`src/shared/tcs_consts.svh`:
```
/*
 * Constants of the task context-switch engine: register-area layout,
 * structure offsets and status word bit positions.
 * Assumes byte addressing of system memory.
 */
`ifndef TCS_CONSTS_SVH
`define TCS_CONSTS_SVH

`define TCS_NUM_REGS        28
`define TCS_REG_AREA_32     112
`define TCS_REG_AREA_64     224
`define TCS_ID_BYTES        4
`define TCS_CSW_EN_BIT      2
`define TCS_IDX_IP          0
`define TCS_IDX_STATUS      1
`define TCS_IDX_BASE_TASK   4
`define TCS_IDX_CUR_TASK    5
`define TCS_IDX_PAGE_TABLE  6

`endif

```
`src/shared/tcs_pkg.sv`:
```
/*
 * Types of the task context-switch engine.
 * Assumes tcs_consts.svh supplies the numeric layout.
 */
package tcs_pkg;

    // one-hot engine states
    typedef enum logic [3:0] {
        TCS_IDLE = 4'b0001,
        TCS_SAVE = 4'b0010,
        TCS_LOAD = 4'b0100,
        TCS_DONE = 4'b1000
    } tcs_state_e;

    // what started the switch
    typedef enum logic [1:0] {
        TCS_CAUSE_NONE  = 2'b00,
        TCS_CAUSE_EVENT = 2'b01,
        TCS_CAUSE_LOAD  = 2'b10
    } tcs_cause_e;

endpackage

```
`src/verilog/tcs_engine.sv`:
```
/*
 * Task context-switch engine: holds the 28 architectural registers and
 * swaps them with task structures in system memory on interrupt, fault
 * or task-load instruction.
 * Assumes a simple single-word memory port with request/grant handshake
 * on the same clock, and that the core holds off while busy_out is high.
 */
`include "tcs_consts.svh"

module tcs_engine
    import tcs_pkg::*;
#(
    parameter int XLEN = 32
) (
    input  wire logic                   sys_clk_in,
    input  wire logic                   rst_b_in,
    input  wire logic                   event_req_in,
    input  wire logic                   task_load_instruction_in,
    input  wire logic                   wr_en_in,
    input  wire logic [4:0]             wr_idx_in,
    input  wire logic [XLEN-1:0]        wr_data_in,
    input  wire logic [4:0]             rd_idx_in,
    output logic      [XLEN-1:0]        rd_data_out,
    output logic                        busy_out,
    output logic                        done_out,
    output logic                        mem_req_out,
    output logic                        mem_we_out,
    output logic      [XLEN-1:0]        mem_addr_out,
    output logic      [XLEN-1:0]        mem_wdata_out,
    input  wire logic                   mem_gnt_in,
    input  wire logic [XLEN-1:0]        mem_rdata_in,
    output logic      [XLEN-1:0]        base_task_pointer_out,
    output logic      [XLEN-1:0]        current_task_pointer_out,
    output logic      [XLEN-1:0]        instruction_pointer_out,
    output logic                        csw_enable_out
);

    localparam int NREG  = `TCS_NUM_REGS;
    localparam int WBYTE = XLEN / 8;

    // only the two address variants exist; refused while elaborating
    if (XLEN != 32 && XLEN != 64) begin : g_bad_xlen
        $error("tcs_engine: XLEN must be 32 or 64");
    end

    localparam int AREA = (XLEN == 32) ? `TCS_REG_AREA_32 : `TCS_REG_AREA_64;
    // identifier sits right after the register area
    localparam logic [XLEN-1:0] ID_OFFSET = XLEN'(AREA);

    // identifier left untouched
    // the last saved word must end exactly where the identifier begins,
    // otherwise a save would clobber the task's identifier field
    if (NREG * WBYTE != int'(ID_OFFSET)) begin : g_bad_area
        $error("tcs_engine: register area does not match the word count");
    end

    logic [XLEN-1:0] regs_ff     [NREG];
    logic [XLEN-1:0] nxt_regs    [NREG];
    tcs_state_e      state_ff;
    tcs_state_e      nxt_state;
    tcs_cause_e      cause_ff;
    tcs_cause_e      nxt_cause;
    logic [4:0]      idx_ff;
    logic [4:0]      nxt_idx;
    logic [XLEN-1:0] save_base;
    logic [XLEN-1:0] load_base;
    logic            csw_en;

    // both task pointers live in the register file
    assign base_task_pointer_out    = regs_ff[`TCS_IDX_BASE_TASK];
    assign current_task_pointer_out = regs_ff[`TCS_IDX_CUR_TASK];
    assign instruction_pointer_out  = regs_ff[`TCS_IDX_IP];
    assign csw_en                   = regs_ff[`TCS_IDX_STATUS][`TCS_CSW_EN_BIT];
    assign csw_enable_out           = csw_en;
    assign busy_out                 = (state_ff != TCS_IDLE);
    assign done_out                 = (state_ff == TCS_DONE);

    // event saves to current, loads base; task-load the reverse
    always_comb begin
        if (cause_ff == TCS_CAUSE_LOAD) begin
            save_base = regs_ff[`TCS_IDX_BASE_TASK];
            load_base = regs_ff[`TCS_IDX_CUR_TASK];
        end else begin
            save_base = regs_ff[`TCS_IDX_CUR_TASK];
            load_base = regs_ff[`TCS_IDX_BASE_TASK];
        end
    end

    // word index i at offset i * word size, fixed order
    // combinational, so the first word is offered the cycle after the trigger
    always_comb begin
        mem_req_out   = 1'b0;
        mem_we_out    = 1'b0;
        mem_addr_out  = '0;
        mem_wdata_out = regs_ff[idx_ff];
        if (state_ff == TCS_SAVE) begin
            mem_req_out  = 1'b1;
            mem_we_out   = 1'b1;
            mem_addr_out = save_base + XLEN'(idx_ff) * XLEN'(WBYTE);
        end else if (state_ff == TCS_LOAD) begin
            mem_req_out  = 1'b1;
            mem_addr_out = load_base + XLEN'(idx_ff) * XLEN'(WBYTE);
        end
    end

    // sequencer
    always_comb begin
        nxt_state = state_ff;
        nxt_cause = cause_ff;
        nxt_idx   = idx_ff;
        case (state_ff)
            TCS_IDLE: begin
                // enable bit gates events only; task-load is never gated
                // task-load always switches, checked first
                if (task_load_instruction_in) begin
                    nxt_state = TCS_SAVE;
                    nxt_cause = TCS_CAUSE_LOAD;
                    nxt_idx   = '0;
                // events ignored while enable bit clear
                end else if (event_req_in && csw_en) begin
                    nxt_state = TCS_SAVE;
                    nxt_cause = TCS_CAUSE_EVENT;
                    nxt_idx   = '0;
                end
            end
            TCS_SAVE: begin
                // whole save completes before loading starts
                if (mem_gnt_in) begin
                    if (idx_ff == 5'(NREG - 1)) begin
                        nxt_state = TCS_LOAD;
                        nxt_idx   = '0;
                    end else begin
                        nxt_idx = idx_ff + 5'd1;
                    end
                end
            end
            TCS_LOAD: begin
                // within a switch, pointer words 4 and 5 only change here, after every save
                if (mem_gnt_in) begin
                    if (idx_ff == 5'(NREG - 1)) begin
                        nxt_state = TCS_DONE;
                    end else begin
                        nxt_idx = idx_ff + 5'd1;
                    end
                end
            end
            TCS_DONE: begin
                // one-cycle done pulse, requests taken again from the edge after next
                nxt_state = TCS_IDLE;
                nxt_cause = TCS_CAUSE_NONE;
            end
            default: begin
                nxt_state = TCS_IDLE;
                nxt_cause = TCS_CAUSE_NONE;
            end
        endcase
    end

    // register file: core writes only while idle, loads land per word
    // a granted load wins; core writes are refused while busy
    always_comb begin
        for (int i = 0; i < NREG; i++) begin
            nxt_regs[i] = regs_ff[i];
        end
        if (state_ff == TCS_LOAD && mem_gnt_in) begin
            nxt_regs[idx_ff] = mem_rdata_in;
        end else if (state_ff == TCS_IDLE && wr_en_in && wr_idx_in < 5'(NREG)) begin
            nxt_regs[wr_idx_in] = wr_data_in;
        end
    end

    // registers only: every decision sits in the comb blocks above
    always_ff @(posedge sys_clk_in or negedge rst_b_in) begin
        if (!rst_b_in) begin
            state_ff <= TCS_IDLE;
            cause_ff <= TCS_CAUSE_NONE;
            idx_ff   <= '0;
            for (int i = 0; i < NREG; i++) begin
                regs_ff[i] <= '0;
            end
        end else begin
            state_ff <= nxt_state;
            cause_ff <= nxt_cause;
            idx_ff   <= nxt_idx;
            for (int i = 0; i < NREG; i++) begin
                regs_ff[i] <= nxt_regs[i];
            end
        end
    end

    // read port, registered; out-of-range index reads zero
    logic [XLEN-1:0] rd_ff;
    logic [XLEN-1:0] nxt_rd;

    always_comb begin
        nxt_rd = (rd_idx_in < 5'(NREG)) ? regs_ff[rd_idx_in] : '0;
    end

    always_ff @(posedge sys_clk_in or negedge rst_b_in) begin
        if (!rst_b_in) begin
            rd_ff <= '0;
        end else begin
            rd_ff <= nxt_rd;
        end
    end

    assign rd_data_out = rd_ff;

endmodule

```
`config.mk`:
```
export PLATFORM = sky130hd
export DESIGN_NAME = tcs_engine
export DESIGN_NICKNAME = d
export VERILOG_FILES = /design/src/shared/tcs_pkg.sv /design/src/verilog/tcs_engine.sv
export VERILOG_INCLUDE_DIRS = /design/src /design/src/shared
export SDC_FILE = /design/constraint.sdc
export NUM_CORES = 2
export LEC_CHECK = 0
export BUFFER_PORTS_ARGS = -buffer_cell sky130_fd_sc_hd__buf_4
export CORE_ASPECT_RATIO = 0.5
export CORE_MARGIN = 5
export CORE_UTILIZATION = 25
export DETAILED_ROUTE_END_ITERATION = 16
export SLEW_MARGIN = 20
export SYNTH_ARGS = -nofsm -noshare
export SYNTH_HDL_FRONTEND = slang
export SYNTH_SLANG_ARGS = --single-unit
```
`constraint.sdc`:
```
create_clock -name sys_clk_in -period 14.9 [get_ports sys_clk_in]
set_input_delay 4.47 -clock sys_clk_in [delete_from_list [all_inputs] [get_ports sys_clk_in]]
set_output_delay 4.47 -clock sys_clk_in [all_outputs]
set_load 0.05 [all_outputs]
```
==> metrics.txt <==
total CTS buffers 107; worst slack at placement 5.83 ns; initial DRC count 8,718; Overall Global Routing Usage 0.213; Worst Hold Path EP regs_ff[672]$_DFFE_PN0P_; clk_skew 0.0276 ns; Yosys reg bits 939; Initial Utilization 0.251; R2R Path End regs_ff[527]$_DFFE_PN0P_; hold_sp regs_ff[672]$_DFFE_PN0P_; top-area cell type share of the netlist area 0.396; Fin. Hold Viols 0; Max-Cap Viols 0; Post-synth EDFFs 0; hold_buf cts 0; hold crit path type reg -> reg; leakage 25.1 nW; Worst-Margin Slew 1.20 ns; Reg clk slew, reported paths 0.06 ns; # nets final 5,625; core area 236,000 sq um; sequential element share of the synthesized area 0.396; final worst-path setup slack 5.05 ns; FILL cells 24,400; final setup violation count 0; routing usage on met2 0.305; Post-CTS Setup Inserts 0; Final ANT Viol Nets 0; syn_nets 5,925; Reg area 23,500 sq um; final slew viol count 0; fraction of layout cells with a size suffix above 1 0.233; H-tree depth 3; clk buf depth 3; die height 354 um; initial antenna violation count 20; CP startpoint kind register; post-cts sizing count 0; hold depth 2; mapped cell area 59,300 sq um; drt pass-1 iters 7; Avg Cell Area, Syn 10.2 sq um; Die Footprint 248,000 sq um; total wire length 276,000 um; CP Capture Type primary output; max_slew headroom 0.196; Period Utilization, post-route 0.661; setup slack, reg-to-reg 9.82 ns; M3 GR Usage 0.0881; post-detail-place hpwl 167,000 um; Worst VDD drop 0.000145 V; dominant synthesized flop cell dfrtp_1; synth warn 0; post-synthesis cell count 5,828; grt ovf 0; CTS Sinks 939; most common library cells after synthesis dfrtp_1 (938), a22oi_1 (817), nor2_1 (728), a21oi_1 (655), mux4_2 (500); worst r2r src state_ff[0]$_DFFE_PN1P_; Netlist cell types 72; non-filler instance count after layout 8,766; row count 126; gr busiest metal met2; synth top area cells dfrtp_1 (40%), mux4_2 (19%), a22oi_1 (10%); RSZ-0062 raised after global routing no; max frequency 102 MHz; worst skew pair latency 0.73 ns; via count 53,800; CTS tree built; largest net degree at the start of global routing 145; CP arrival 5.38 ns; routability cong. 0.910; setup TNS 0 ns; Root Buffer clkbuf_16; status finished clean; count leader, synth dfrtp_1; CP Class reg -> out; IO Pins 277; GR met1 Demand/Resource 0.263; Critical Path Fanout Max 38; Die W 699 um; post-layout min period 9.85 ns; vias in the first global route 50,900; synthesis-to-finish area growth 12.8%; WL/cell 31.4 um; Final Power 11.9 mW; multi-input logic area 32,100 sq um; ys async rst share 1.00; Synth area leader dfrtp_1; DRC Markers 0; pwr/cell area 178 nW/um^2; Placed Instances 8,552; R2R depth 10; CP Data Required Time 10.43 ns; vias per cell 6.14; PortBufs 276; first-pass GRT wire length 390,000 um
[sequential cells by signal, indices dropped and copies added (netlist names)]
name / flops
csw_enable_out: 1
rd_data_out: 32
state_ff: 4
instruction_pointer_out: 32
base_task_pointer_out: 32
cause_ff: 2
current_task_pointer_out: 32
regs_ff: 799
idx_ff: 5
[per-layer routing]
layer,vias to the layer above,wire [um]
met5,-,192
met3,955,41500
met4,10,20200
met1,27300,97000
li1,21200,-
met2,4319,117000
[worst max-delay path, stage by stage (launching register included)]
cell	delay, ns
dfrtp_1	0.45
nand2b_2	0.55
buf_4	0.54
nand2_1	0.13
nand2_1	0.09
ha_1	0.21
o21ai_0	0.13
o21ai_0	0.17
o211ai_1	0.30
nor3_2	0.80
nand2_1	0.15
xnor2_1	0.18
o21ai_0	0.64
buf_4	0.33
[cells by family (layout without fill, tap and decap cells)]
group / Yosys count / in the layout / synth area share
multiplexers: 677 / 677 / 0.221
AND/OR/NAND/NOR: 1274 / 1274 / 0.0888
buffers and inverters: 890 / 678 / 0.0690
AO/OA/AOI/OAI: 1984 / 1984 / 0.214
other: 0 / 14 / 0
XOR/XNOR: 47 / 47 / 0.00694
adder cells (fa/ha/maj): 17 / 17 / 0.00384
flip-flops: 939 / 939 / 0.396
[where the power goes]
group	leakage (nW)	switching (mW)	internal, mW
registers	12.5	0.937	3.36
logic	10.7	2.85	1.88
clock network	1.85	1.18	1.70
[how the worst max path moves through the flow]
stage	to	cells after the start	from	slack, ns
floorplan	mem_addr_out[30]	18	cause_ff[0]$_DFFE_PN0P_	6.08
global placement	mem_addr_out[17]	13	cause_ff[0]$_DFFE_PN0P_	5.87
detailed placement	mem_addr_out[17]	13	cause_ff[0]$_DFFE_PN0P_	5.83
CTS	mem_addr_out[17]	13	cause_ff[0]$_DFFE_PN0P_	5.05
global route	mem_addr_out[17]	13	cause_ff[0]$_DFFE_PN0P_	4.77
finish	mem_addr_out[17]	13	cause_ff[0]$_DFFE_PN0P_	5.05
[final cells by class]
type	count	area share
Inverter	49	0.00275
Timing Repair Buffer	432	0.0509
Tap cell	3136	0.0586
Sequential cell	939	0.351
Antenna cell	14	0.000523
Clock buffer	156	0.0470
Multi-Input combinational cell	3999	0.480
Clock inverter	41	0.00890
[per-stage QoR]
stage / util / instance area (sq um) / hold slack, ns
finish: 0.284 / 66900 / 0.496
global route: 0.284 / 66900 / 0.510
CTS: 0.283 / 66800 / 0.487
detailed placement: 0.267 / 63100 / 0.473
global placement: 0.267 / 63100 / 0.462
floorplan: - / 59300 / 0.450
[cells in the final DEF (no fill, tap or decap), types with 7 or more instances in the layout]
master	instances
o221ai_1	7
and3_2	13
clkbuf_16	109
o21ai_0	280
nor3_2	13
nor2_1	689
mux4_2	500
nand3b_1	8
buf_4	418
nand3_1	25
clkbuf_8	24
buf_12	8
clkbuf_1	23
dfrtp_1	933
a31oi_1	16
diode_2	14
nand2_1	392
o22ai_1	57
xor2_1	25
ha_1	15
a22oi_1	817
and3_1	27
bufinv_16	14
xnor2_1	22
a32oi_1	96
mux2i_1	103
inv_1	49
a21oi_1	655
a22o_2	19
nor2_4	40
mux2_2	73
clkinv_2	20
nand2b_1	12
No activity file was read; power rests on OpenSTA's default activity.
